File: config.mk
export PLATFORM = sky130hd
export DESIGN_NAME = pspc_top
export DESIGN_NICKNAME = d
export VERILOG_FILES = /design/src/shared/pspc_pkg.sv /design/src/core/pspc_chan_pol.sv /design/src/core/pspc_top.sv
export VERILOG_INCLUDE_DIRS = /design/src /design/src/shared
export SDC_FILE = /design/constraint.sdc
export NUM_CORES = 1
export LEC_CHECK = 0
export BUFFER_PORTS_ARGS = -buffer_cell sky130_fd_sc_hd__buf_2
export CAP_MARGIN = 5
export CORE_ASPECT_RATIO = 1.2
export CORE_MARGIN = 4
export CORE_UTILIZATION = 60
export DETAILED_ROUTE_END_ITERATION = 8
export GPL_ROUTABILITY_DRIVEN = 0
export PLACE_DENSITY = 0.84
export REMOVE_ABC_BUFFERS = 1
export SYNTH_ARGS = -nofsm -noshare
export SYNTH_HDL_FRONTEND = slang
export SYNTH_SLANG_ARGS = --single-unit
File: constraint.sdc
create_clock -name sys_clk -period 5.84 [get_ports sys_clk]
set_input_delay 0.876 -clock sys_clk [delete_from_list [all_inputs] [get_ports sys_clk]]
set_output_delay 0.876 -clock sys_clk [all_outputs]
set_load 0.01 [all_outputs]
File: src/shared/pspc_consts.svh
/*
 Constants of the pulse start and polarity controller: register byte offsets,
 field positions, reset values and divider masks.
 Assumes inclusion by bare name from the package and the design modules.
*/
`ifndef PSPC_CONSTS_SVH
`define PSPC_CONSTS_SVH

`define PSPC_NUM_CH           24
`define PSPC_NUM_CMP          12
`define PSPC_NUM_TG           3
`define PSPC_CMP_PER_TG       4

`define PSPC_OFS_CMP_BASE     8'h00
`define PSPC_OFS_CMP_END      8'h30
`define PSPC_OFS_DIRECT_LOW   8'h30
`define PSPC_OFS_DIRECT_HIGH  8'h34
`define PSPC_OFS_POL_LOW      8'h38
`define PSPC_OFS_POL_HIGH     8'h3c
`define PSPC_OFS_TRIG_SEL     8'h40
`define PSPC_OFS_EDGE_SEL     8'h44
`define PSPC_OFS_TG_CTRL0     8'h48
`define PSPC_OFS_TG_CTRL1     8'h4c
`define PSPC_OFS_TG_CTRL2     8'h50
`define PSPC_OFS_IRQ_STATUS   8'h54
`define PSPC_OFS_IRQ_MASK     8'h58

`define PSPC_TG_START_BIT     0
`define PSPC_TG_CSEL_LSB      1
`define PSPC_TG_RUN_BIT       3
`define PSPC_TG_STOP_LSB      4

`define PSPC_RST_CMP          8'h00
`define PSPC_RST_DIRECT       24'h000000
`define PSPC_RST_POL          24'h000000
`define PSPC_COUNT_LAST       8'hff

`define PSPC_DIV_MASK_2       6'h01
`define PSPC_DIV_MASK_8       6'h07
`define PSPC_DIV_MASK_32      6'h1f
`define PSPC_DIV_MASK_64      6'h3f

`define PSPC_RESP_OKAY        2'h0
`define PSPC_RESP_SLVERR      2'h2

`endif

File: src/shared/pspc_pkg.sv
/*
 Types of the pulse start and polarity controller.
 Assumes pspc_consts.svh on the include path.
*/
`include "pspc_consts.svh"

package pspc_pkg;

	typedef logic [`PSPC_NUM_CH-1:0] pspc_ch_t;

	typedef struct packed {
		logic [`PSPC_NUM_CMP-1:0][7:0] comp;
		pspc_ch_t                      direct;
		pspc_ch_t                      polarity;
		pspc_ch_t                      trig_sel;
		pspc_ch_t                      edge_sel;
		logic [`PSPC_NUM_TG-1:0][1:0]  clk_sel;
		logic [`PSPC_NUM_TG-1:0]       running;
		logic [`PSPC_NUM_TG-1:0][7:0]  count;
		logic [`PSPC_NUM_TG-1:0][5:0]  div;
		logic [`PSPC_NUM_CMP-1:0]      tg_start;
		pspc_ch_t                      irq_status;
		pspc_ch_t                      irq_mask;
		pspc_ch_t                      ch_start;
		logic                          aw_held;
		logic [7:0]                    awaddr;
		logic                          w_held;
		logic [31:0]                   wdata;
		logic [3:0]                    wstrb;
		logic                          bvalid;
		logic [1:0]                    bresp;
		logic                          rvalid;
		logic [31:0]                   rdata;
		logic [1:0]                    rresp;
	} pspc_state_s;

	typedef struct packed {
		logic pin_level;
		logic width_swap;
		logic flag_set;
		logic presc_clk;
	} pspc_pol_s;

endpackage : pspc_pkg

File: src/core/pspc_chan_pol.sv
/*
 Polarity stage of one pulse channel: pin level, width swap, flag event
 selection and prescaler clock inversion.
 Assumes the channel reports its internal phase ends as one-cycle pulses.
*/
`timescale 1ns/10ps
`include "pspc_consts.svh"

module pspc_chan_pol (
	input  wire logic sys_clk,
	input  wire logic rst_n,
	input  wire logic reverse,
	input  wire logic flag_edge_select,
	input  wire logic presc_link,
	input  wire logic raw_level,
	input  wire logic low_end,
	input  wire logic high_end,
	input  wire logic presc_clk_in,
	output logic      pin_level,
	output logic      width_swap,
	output logic      flag_set,
	output logic      presc_clk_out
);
	import pspc_pkg::*;

	pspc_pol_s st;
	pspc_pol_s next_st;

	always_comb
	begin
		next_st = st;
		next_st.pin_level = raw_level ^ reverse;
		next_st.width_swap = reverse;
		// both ends or high end only
		// internal high is the pin's low when reversed
		next_st.flag_set = flag_edge_select ? high_end : (low_end | high_end);
		next_st.presc_clk = presc_clk_in ^ (reverse & presc_link);
	end

	always_ff @(posedge sys_clk or negedge rst_n)
	begin
		if (!rst_n)
			st <= '0;
		else
			st <= next_st;
	end

	assign pin_level     = st.pin_level;
	assign width_swap    = st.width_swap;
	assign flag_set      = st.flag_set;
	assign presc_clk_out = st.presc_clk;

endmodule : pspc_chan_pol

File: src/core/pspc_top.sv
/*
 Pulse start and polarity controller: compare-started starts for 12 and direct
 starts for 24 pulse channels, output polarity, underflow flags and interrupt, AXI4-Lite.
 Assumes one clock, AXI4-Lite master with one write and one read at a time.
*/
// Chosen here: the AXI4-Lite slave port and the placing of the registers.
// Operation
// - One 8-bit read/write compare value per timing start signal, reset zero.
// - Compare equal to up-counter asserts the tied channel's start signal.
// - Compare value zero never matches.
// - Direct start bit one starts channel, zero stops it; reset zero.
// - Bit n drives channel n; 16 bits low register, 8 bits high register.
// - One write changing several direct bits acts on all in one cycle.
// - Direct bit matters only when the channel selects direct start.
// - Reverse bit inverts output; reversed idle level is high.
// - Reverse bit swaps low-width and high-width reload meanings.
// - Reversed with high-end-only flag mode, flag sets at pin low end.
// - Reverse inverts prescaler clock fed to output side in linked modes.
// - Up-counter counts from zero, stops after 0xff, running status readable.
// - Writing zero to a stop bit negates its compare start; one ignored.
// - Flag mode clear: flag at both phase ends; set: high end only.
`timescale 1ns/10ps
`include "pspc_consts.svh"

module pspc_top (
	input  wire logic             sys_clk,
	input  wire logic             rst_n,
	input  wire logic [7:0]       s_axi_awaddr,
	input  wire logic             s_axi_awvalid,
	output logic                  s_axi_awready,
	input  wire logic [31:0]      s_axi_wdata,
	input  wire logic [3:0]       s_axi_wstrb,
	input  wire logic             s_axi_wvalid,
	output logic                  s_axi_wready,
	output logic [1:0]            s_axi_bresp,
	output logic                  s_axi_bvalid,
	input  wire logic             s_axi_bready,
	input  wire logic [7:0]       s_axi_araddr,
	input  wire logic             s_axi_arvalid,
	output logic                  s_axi_arready,
	output logic [31:0]           s_axi_rdata,
	output logic [1:0]            s_axi_rresp,
	output logic                  s_axi_rvalid,
	input  wire logic             s_axi_rready,
	input  wire pspc_pkg::pspc_ch_t ch_raw_level,
	input  wire pspc_pkg::pspc_ch_t ch_low_end,
	input  wire pspc_pkg::pspc_ch_t ch_high_end,
	input  wire pspc_pkg::pspc_ch_t ch_presc_clk,
	input  wire pspc_pkg::pspc_ch_t ch_presc_link,
	output pspc_pkg::pspc_ch_t    ch_start,
	output pspc_pkg::pspc_ch_t    ch_pin_level,
	output pspc_pkg::pspc_ch_t    ch_width_swap,
	output pspc_pkg::pspc_ch_t    ch_presc_clk_out,
	output logic                  irq
);
	import pspc_pkg::*;

	pspc_state_s st;
	pspc_state_s next_st;
	pspc_ch_t    flag_set;

	// Compare index to channel: generator 0 feeds 0,2,4,6, 1 feeds 1,3,5,7, 2 feeds 16,18,20,22
	function automatic logic [4:0] cmp_to_ch(input int k);
		logic [4:0] base;
		base = (k / `PSPC_CMP_PER_TG == 0) ? 5'h00 :
		       (k / `PSPC_CMP_PER_TG == 1) ? 5'h01 : 5'h10;
		return 5'(base + 5'(2 * (k % `PSPC_CMP_PER_TG)));
	endfunction : cmp_to_ch

	function automatic logic [5:0] div_mask(input logic [1:0] sel);
		case (sel)
			2'h0:    return `PSPC_DIV_MASK_2;
			2'h1:    return `PSPC_DIV_MASK_8;
			2'h2:    return `PSPC_DIV_MASK_32;
			default: return `PSPC_DIV_MASK_64;
		endcase
	endfunction : div_mask

	function automatic logic [31:0] merge_strb(input logic [31:0] old_v, input logic [31:0] new_v,
	                                           input logic [3:0] strb);
		logic [31:0] r;
		r = old_v;
		for (int b = 0; b < 4; b++)
			if (strb[b])
				r[8*b +: 8] = new_v[8*b +: 8];
		return r;
	endfunction : merge_strb

	function automatic logic [31:0] tg_ctrl_read(input pspc_state_s s, input int t);
		logic [31:0] r;
		r = 32'h0;
		r[`PSPC_TG_CSEL_LSB +: 2]  = s.clk_sel[t];
		r[`PSPC_TG_RUN_BIT]        = s.running[t];
		// Stop bits always read as one
		r[`PSPC_TG_STOP_LSB +: 4]  = 4'hf;
		return r;
	endfunction : tg_ctrl_read

	always_comb
	begin
		logic [31:0] wv;
		logic        wr_ok;
		logic        rd_ok;
		logic [31:0] rv;
		int          t;
		wv      = 32'h0;
		wr_ok   = 1'b0;
		rd_ok   = 1'b0;
		rv      = 32'h0;
		t       = 0;
		next_st = st;

		for (int g = 0; g < `PSPC_NUM_TG; g++)
		begin
			if (st.running[g])
			begin
				next_st.div[g] = 6'(st.div[g] + 6'h01);
				if ((st.div[g] & div_mask(st.clk_sel[g])) == div_mask(st.clk_sel[g]))
				begin
					if (st.count[g] == `PSPC_COUNT_LAST)
						next_st.running[g] = 1'b0;
					else
						next_st.count[g] = 8'(st.count[g] + 8'h01);
				end
			end
		end

		for (int k = 0; k < `PSPC_NUM_CMP; k++)
		begin
			t = k / `PSPC_CMP_PER_TG;
			if (st.running[t] && st.comp[k] != `PSPC_RST_CMP && st.comp[k] == st.count[t])
				next_st.tg_start[k] = 1'b1;
		end

		// Write performed once address and data are both held
		if (st.aw_held && st.w_held && !st.bvalid)
		begin
			wr_ok = 1'b1;
			wv    = st.wdata;
			if (st.awaddr < `PSPC_OFS_CMP_END)
			begin
				if (st.wstrb[0])
					next_st.comp[st.awaddr[5:2]] = wv[7:0];
			end
			else
			begin
				case (st.awaddr)
					`PSPC_OFS_DIRECT_LOW:
						next_st.direct[15:0] = 16'(merge_strb({16'h0, st.direct[15:0]}, wv,
						                       st.wstrb));
					`PSPC_OFS_DIRECT_HIGH:
						next_st.direct[23:16] = 8'(merge_strb({24'h0, st.direct[23:16]}, wv,
						                        st.wstrb));
					`PSPC_OFS_POL_LOW:
						next_st.polarity[15:0] = 16'(merge_strb({16'h0, st.polarity[15:0]}, wv,
						                         st.wstrb));
					`PSPC_OFS_POL_HIGH:
						next_st.polarity[23:16] = 8'(merge_strb({24'h0, st.polarity[23:16]}, wv,
						                          st.wstrb));
					`PSPC_OFS_TRIG_SEL:
						next_st.trig_sel = 24'(merge_strb({8'h0, st.trig_sel}, wv, st.wstrb));
					`PSPC_OFS_EDGE_SEL:
						next_st.edge_sel = 24'(merge_strb({8'h0, st.edge_sel}, wv, st.wstrb));
					`PSPC_OFS_TG_CTRL0, `PSPC_OFS_TG_CTRL1, `PSPC_OFS_TG_CTRL2:
					begin
						t = (st.awaddr == `PSPC_OFS_TG_CTRL0) ? 0 :
						    (st.awaddr == `PSPC_OFS_TG_CTRL1) ? 1 : 2;
						if (st.wstrb[0])
						begin
							next_st.clk_sel[t] = wv[`PSPC_TG_CSEL_LSB +: 2];
							// Restart ignored while counting
							if (wv[`PSPC_TG_START_BIT] && !st.running[t])
							begin
								next_st.running[t] = 1'b1;
								next_st.count[t]   = 8'h00;
								next_st.div[t]     = 6'h00;
							end
							// stop bit zero negates, beats a match
							for (int j = 0; j < `PSPC_CMP_PER_TG; j++)
								if (!wv[`PSPC_TG_STOP_LSB + j])
									next_st.tg_start[t * `PSPC_CMP_PER_TG + j] = 1'b0;
						end
					end
					`PSPC_OFS_IRQ_STATUS:
						next_st.irq_status = st.irq_status &
						                     ~24'(merge_strb(32'h0, wv, st.wstrb));
					`PSPC_OFS_IRQ_MASK:
						next_st.irq_mask = 24'(merge_strb({8'h0, st.irq_mask}, wv, st.wstrb));
					default:
						wr_ok = 1'b0;
				endcase
			end
			next_st.aw_held = 1'b0;
			next_st.w_held  = 1'b0;
			next_st.bvalid  = 1'b1;
			next_st.bresp   = wr_ok ? `PSPC_RESP_OKAY : `PSPC_RESP_SLVERR;
		end

		if (st.bvalid && s_axi_bready)
			next_st.bvalid = 1'b0;
		if (s_axi_awvalid && s_axi_awready)
		begin
			next_st.aw_held = 1'b1;
			next_st.awaddr  = {s_axi_awaddr[7:2], 2'h0};
		end
		if (s_axi_wvalid && s_axi_wready)
		begin
			next_st.w_held = 1'b1;
			next_st.wdata  = s_axi_wdata;
			next_st.wstrb  = s_axi_wstrb;
		end

		// Read decode
		if (s_axi_arvalid && s_axi_arready)
		begin
			rd_ok = 1'b1;
			if ({s_axi_araddr[7:2], 2'h0} < `PSPC_OFS_CMP_END)
				rv = {24'h0, st.comp[s_axi_araddr[5:2]]};
			else
			begin
				case ({s_axi_araddr[7:2], 2'h0})
					`PSPC_OFS_DIRECT_LOW:  rv = {16'h0, st.direct[15:0]};
					`PSPC_OFS_DIRECT_HIGH: rv = {24'h0, st.direct[23:16]};
					`PSPC_OFS_POL_LOW:     rv = {16'h0, st.polarity[15:0]};
					`PSPC_OFS_POL_HIGH:    rv = {24'h0, st.polarity[23:16]};
					`PSPC_OFS_TRIG_SEL:    rv = {8'h0, st.trig_sel};
					`PSPC_OFS_EDGE_SEL:    rv = {8'h0, st.edge_sel};
					`PSPC_OFS_TG_CTRL0:    rv = tg_ctrl_read(st, 0);
					`PSPC_OFS_TG_CTRL1:    rv = tg_ctrl_read(st, 1);
					`PSPC_OFS_TG_CTRL2:    rv = tg_ctrl_read(st, 2);
					`PSPC_OFS_IRQ_STATUS:  rv = {8'h0, st.irq_status};
					`PSPC_OFS_IRQ_MASK:    rv = {8'h0, st.irq_mask};
					default:               rd_ok = 1'b0;
				endcase
			end
			next_st.rvalid = 1'b1;
			next_st.rdata  = rv;
			next_st.rresp  = rd_ok ? `PSPC_RESP_OKAY : `PSPC_RESP_SLVERR;
		end
		else if (st.rvalid && s_axi_rready)
			next_st.rvalid = 1'b0;

		// New events win over a clear in the same cycle
		next_st.irq_status = next_st.irq_status | flag_set;

		for (int n = 0; n < `PSPC_NUM_CH; n++)
		begin
			next_st.ch_start[n] = next_st.direct[n];
			if (next_st.trig_sel[n])
			begin
				next_st.ch_start[n] = 1'b0;
				for (int k = 0; k < `PSPC_NUM_CMP; k++)
					if (cmp_to_ch(k) == 5'(n) && next_st.tg_start[k])
						next_st.ch_start[n] = 1'b1;
			end
		end
	end

	always_ff @(posedge sys_clk or negedge rst_n)
	begin
		if (!rst_n)
			st <= '0;
		else
			st <= next_st;
	end

	for (genvar n = 0; n < `PSPC_NUM_CH; n++)
	begin : g_pol
		pspc_chan_pol u_pol (
			.sys_clk          (sys_clk),
			.rst_n            (rst_n),
			.reverse          (st.polarity[n]),
			.flag_edge_select (st.edge_sel[n]),
			.presc_link       (ch_presc_link[n]),
			.raw_level        (ch_raw_level[n]),
			.low_end          (ch_low_end[n]),
			.high_end         (ch_high_end[n]),
			.presc_clk_in     (ch_presc_clk[n]),
			.pin_level        (ch_pin_level[n]),
			.width_swap       (ch_width_swap[n]),
			.flag_set         (flag_set[n]),
			.presc_clk_out    (ch_presc_clk_out[n])
		);
	end

	// One transfer each way; no new address or data until response taken
	assign s_axi_awready = !st.aw_held && !st.bvalid;
	assign s_axi_wready  = !st.w_held && !st.bvalid;
	assign s_axi_bvalid  = st.bvalid;
	assign s_axi_bresp   = st.bresp;
	assign s_axi_arready = !st.rvalid;
	assign s_axi_rvalid  = st.rvalid;
	assign s_axi_rdata   = st.rdata;
	assign s_axi_rresp   = st.rresp;
	assign ch_start      = st.ch_start;
	assign irq           = |(st.irq_status & st.irq_mask);

endmodule : pspc_top

# [Word level (Yosys, flattened, before mapping)]
# Cells that the tools add are included.
[classes] n_lt_le_gt_ge=15 add_sub_neg=9 n_reduce_logical=79 mux=199 n_eq_ne=46 bitwise=117
[op_table] op="$mux W207" count=2
[op_table] op="$mux W8" count=41
[op_table] op="$pmux W24 S11" count=1
[op_table] op="$mux W12" count=16
[op_table] op="$mux W63" count=2
[op_table] op="$mux W1" count=98
[op_table] op="$bwmux W96" count=1
[op_table] op="$eq A8 B8 Y1" count=12
[op_table] op="$mux W24" count=4
[op_table] op="$reduce_bool A8 Y1" count=12
[op_table] op="$eq A6 B5 Y1 const B" count=14
[op_table] op="$and A24 B24 Y24" count=3
[op_table] op="$pmux W6 S3" count=3
[op_table] op="$and A12 B12 Y12" count=4
[op_table] op="$eq A6 B4 Y1 const B" count=8
[op_table] op="$not A24 Y24" count=2
[op_table] op="$xor A1 B1 Y1" count=48
[op_table] op="$mux W45" count=1
[op_table] op="$mux W6" count=7
[op_table] op="$logic_and A1 B1 Y1" count=40
[op_table] op="$reduce_and A4 Y1" count=10
[op_table] op="$mux W37" count=1
[op_table] op="$not A12 Y12" count=3
[op_table] op="$bmux W8 S4" count=1
[op_table] op="other kinds (44)" count=131
[word_totals] out_inout_bits=138 elab_cells=607 reg_bits=505 inputBits=179

# [Longest topological paths before layout]
[depth] depth_word=34 depth_mapped=8 ltp_nobuf=6

# [Modules after synthesis]
# From an unflattened synthesis, not the netlist that was laid out.
[hier_totals] cells_unflattened=1888 hier_area_um2=22527.9
[by_module_without_submodules] module="pspc_top" area_each_um2=19344.8 seq_area_each_um2=9759.4 cells_each=1672 instances=1
[by_module_without_submodules] module="pspc_chan_pol" area_each_um2=132.6 seq_area_each_um2=100.1 cells_each=9 instances=24

# [Least setup slack after synthesis]
# Ideal clock, no wire load.
[synth_path] path_kind="input -> register" startpoint="input s_axi_araddr[2]" endpoint="register st, in the netlist s_axi_rdata[2]" t_arrival_ns=2.352 path_slack_ns=3.367 setup_time_ns=0.121 cell_stages=6 t_required_ns=5.719 path_buffers=2 path_cell_list="clkbuf_1 > buf_2 > mux4_2 > a22oi_1 > nand3_1 > o22a_1"
[synth_between] elab_chain_cells=3 elab_cells_between_ends=16 classes_between="order compare (1); eq/ne (11); mux (4)"
[synth_lines] element="start: declaration" line="pspc_top.sv:38" text="input wire logic [7:0] s_axi_araddr,"
[synth_lines] element="$eq A6 B5 Y1 (tied with other cells)" line="pspc_top.sv:221" text="case ({s_axi_araddr[7:2], 2'h0})"
[synth_lines] element="$pmux W24 S11 / $mux W8 (equally long branches)" line="pspc_top.sv:221, pspc_top.sv:218"
[synth_lines] element="$mux W32 (*)" line="pspc_top.sv:217" text="if ({s_axi_araddr[7:2], 2'h0} < `PSPC_OFS_CMP_END)"
[synth_lines] element="end signal: assignment" line="pspc_top.sv:264" text="st <= next_st;"
[synth_lines] element="end: declaration" line="pspc_top.sv:58" text="pspc_state_s st;"
# Every way passes the cells marked *; elsewhere a longest branch is shown, timed or not. The select of a mux whose other input is x is not followed.
# A chain may end at the register's enable or synchronous reset.

# [Final worst setup path]
[layout_path] startpoint="register st[148] (netlist bit)" endpoint="output irq"
[layout_between] elab_chain_cells=2
[layout_lines] element="$and A24 B24 Y24" line="pspc_top.sv:296" text="assign irq = |(st.irq_status & st.irq_mask);"
[layout_lines] element="$reduce_or A24 Y1" line="pspc_top.sv:296"
[layout_lines] element="end: declaration" line="pspc_top.sv:54" text="output logic irq"
# No other way between the ends.

==> flow_summary.toml <==
[min_path]
hold_path_class = "input pin to asynchronous set/reset pin"

[setup_path]
crit_path_cell_trace = "a22o_1 > a221oi_1 > nand3_1 > nor2_1 > nand4_1 > buf_2"
startpoint = "st[148]"
cpMaxStageDelayCell = "dfrtp_1"
cp_slowest_stage_delay_ns = 0.41
worstReg2RegStart = "st[78]"
crit_buf_inv = 1
endpoint = "irq"
path_depth = 6
crit_family = "compound AO/OA/AOI/OAI gates"
startpoint_type = "flip-flop"
cp.arrival_ns = 2.22
rrSetupSlack_ns = 2.79
r2r_end = "st[170]"
reg2reg_depth = 5
endpoint_kind = "primary output"
critPathMaxFanout = 3
crit_required_ns = 4.96
critPathKind = "flip-flop to primary output"

[power]
share_comb_of_total_power = 0.274
p_per_area_mw_per_mm2 = 472.6
pwr-share-clk = 0.284
p_switching_w = 0.004101
p_leak_nw = 11.87
p_sw_frac = 0.3417
vdd_drop_max_mv = 0.2267
p_seq_frac = 0.442
intPower_w = 0.007900

[final_layout]
drive_above_1_share = 0.3349
layout_common_cells = "486 x dfrtp_1, 292 x buf_2, 246 x mux2_2"
nNetsFinal = 2210
seq_area_mm2 = 0.01216
layout_commonest_cell = "dfrtp_1"
nFillCells = 2497
multi_input_area_mm2 = 0.009126
area_growth_pct = 11.72

[logic_synthesis]
syn_inst = 1883
synth_area_mm2 = 0.02273
ys.flop_type = "dfrtp_1"
yosysWarnings = 0
ys_types = 67
ys_ff_latch = 486
ys_seq_area_frac = 0.5350
synth_edf_count = 0
syn_area_per_cell_um2 = 12.07
synthArstFlopShare = 1.000

[sta]
max_slew_margin = 0.08623
skew_ns = 0.02449
fmax_mhz = 322.5
slew_viol_final = 0
fin_crit_ns = 3.101
finalSetupViolations = 0
finalSetupTns_ns = 0
grt_setup_unrepaired = "no"
whs_ns = 0.3563
final_hold_viol_count = 0
finalCritPeriodShare = 0.5310
tightest_slew_ns = 1.358

[drt]
wl_per_cell_um = 25.74
met3_length_um = 6641
drtIter0Drc = 1851
routed_wl_um = 65390
via_count = 16420
m1WireLength_um = 22210
wl_met2_um = 31570
ant_nets = 0
dr.max_layer_used = "met5"
drc_errors = 0
dr.pass1.iters = 6
via_per_inst = 6.464

[run]
maxCapViolCount = 0

[floorplan]
io_pins = 317
dieArea_mm2 = 0.04108
start_util = 0.6129
die_x_um = 185.7
rows = 77
coreArea_mm2 = 0.03709
die_height_um = 221.2

[status]
status = "completed"

[cts]
clk_latency_ns = 0.58
clk_pin_slew_ns = 0.06
cts_root_buf = "clkbuf_16"
post-cts-setup-buffer-count = 0
tritoncts = "yes"
cts_buffer_depth = 3
cts_htree_levels = 2
hold_buffers = 0
ctsResizeCount = 0
numCtsBuffers = 47
cts_num_sinks = 486

[global_routing]
grt_overflow = 0
grt_pass1_vias = 17000
antenna_found_initial = 5
grt_max_degree = 120
grt_pass1_wl_um = 99110
grt_usage = 0.3110

[placement]
post-dp-hpwl_um = 45470
port_buffers = 293
worst register-to-register path, stage by stage, from the launching register on:
cell and delay [ns]:
dfrtp_1 0.59, nor2b_1 0.89, nand2_1 0.42, nor2_1 0.42, and4b_1 0.50, nor2_1 0.10
metrics by stage:
step / setup slack, ns / utilization / area [um2] / instances / total power, W
after global placement: 2.440 / 0.6373 / 23640 / 2450 / 0.008308
after floorplan: 2.910 / - / 21380 / 1665 / 0.006987
after detailed placement: 2.378 / 0.6373 / 23640 / 2450 / 0.008483
after CTS: 2.775 / 0.6845 / 25390 / 2537 / 0.01192
final: 2.739 / 0.6847 / 25400 / 2540 / 0.01200
after global routing: 2.650 / 0.6845 / 25390 / 2538 / 0.01246
area by class of cell:
type	instances	area share
diodes	3	0.0002956
repair buffers	311	0.06494
clock inverters	25	0.01596
well taps	474	0.02335
multi-input cells	1150	0.3594
flip-flops and latches	486	0.4789
clock buffers	62	0.05291
inverters	29	0.004286
how the worst min path moves through the flow:
stage | slack (ns) | cells after the start | end
after floorplan | 0.40 | 1 | st[132]
after global placement | 0.41 | 1 | st[143]
after detailed placement | 0.41 | 1 | st[133]
after CTS | 0.40 | 1 | st[228]
after global routing | 0.42 | 1 | g_pol[9].u_pol.pin_level
final | 0.36 | 1 | g_pol[9].u_pol.pin_level
sequential cells by signal (all words and copies together), names as in the netlist:
| name | flops |
|---|---|
| ch_start | 24 |
| g_pol.u_pol.flag_set | 24 |
| g_pol.u_pol.pin_level | 24 |
| g_pol.u_pol.presc_clk_out | 24 |
| g_pol.u_pol.width_swap | 24 |
| s_axi_bresp | 1 |
| s_axi_bvalid | 1 |
| s_axi_rdata | 24 |
| s_axi_rresp | 1 |
| s_axi_rvalid | 1 |
| st | 338 |
per-layer routing:
metal | track usage | vias up
met5 | 0 | -
met4 | 0.1836 | 4
met3 | 0.06784 | 313
met2 | 0.5108 | 1132
met1 | 0.3751 | 8116
li1 | - | 6854
logic make-up (layout without fill, tap and decap cells):
kind of cell	after synthesis	after routing	share of synthesized area
other	1	13	0.0001650
multiplexers	287	287	0.1554
flip-flops	486	486	0.5350
AO/OA/AOI/OAI	288	288	0.08818
buffers and inverters	256	427	0.06561
XOR/XNOR	149	149	0.05741
adder cells (fa/ha/maj)	6	6	0.003302
AND/OR/NAND/NOR	410	410	0.09489
cell usage after synthesis, types with 3 or more instances:
library cell  count  share of area
nor3_1           19         0.0042
dfrtp_1         486           0.54
nor2b_1          22         0.0061
o21a_1           12         0.0040
nor2_1           78          0.013
a31oi_1           9         0.0025
a22oi_1          70          0.023
buf_2            28         0.0062
and4_1            4         0.0015
or4_1             9         0.0030
o31ai_1           9         0.0030
or3_1             4         0.0011
a21oi_1          48          0.011
nor2_2            4         0.0011
and3_1            7         0.0019
clkbuf_1         63          0.010
buf_4           132          0.044
mux2i_1          11         0.0048
o22a_1            4         0.0015
o32a_1           13         0.0057
mux4_2           28          0.028
nand2b_1         19         0.0052
nand4_1          32         0.0088
ha_1              6         0.0033
inv_1            29         0.0048
mux2_2          246           0.12
nor4_1           26         0.0072
a41oi_1           9         0.0035
nand2_2           8         0.0022
a22o_1            8         0.0031
buf_1             4        0.00066
and4b_1           3         0.0013
and2_1            4         0.0011
nand3_1          38         0.0084
xor2_1           58          0.022
nand2_1         110          0.018
xnor2_1          91          0.035
o21ai_0          38         0.0084
a221oi_1          4         0.0015
a21o_1           51          0.017
nand3b_1          4         0.0013
power by group through the flow:
stage | logic (W) | clock network [W] | registers (W)
final | 0.00329 | 0.00341 | 0.00531
after global placement | 0.00308 | 0 | 0.00523
after floorplan | 0.00188 | 0 | 0.00510
after detailed placement | 0.00319 | 0 | 0.00529
after global routing | 0.00351 | 0.00358 | 0.00538
after CTS | 0.00324 | 0.00343 | 0.00525
Note: power is estimated with default switching activity, not from simulation.
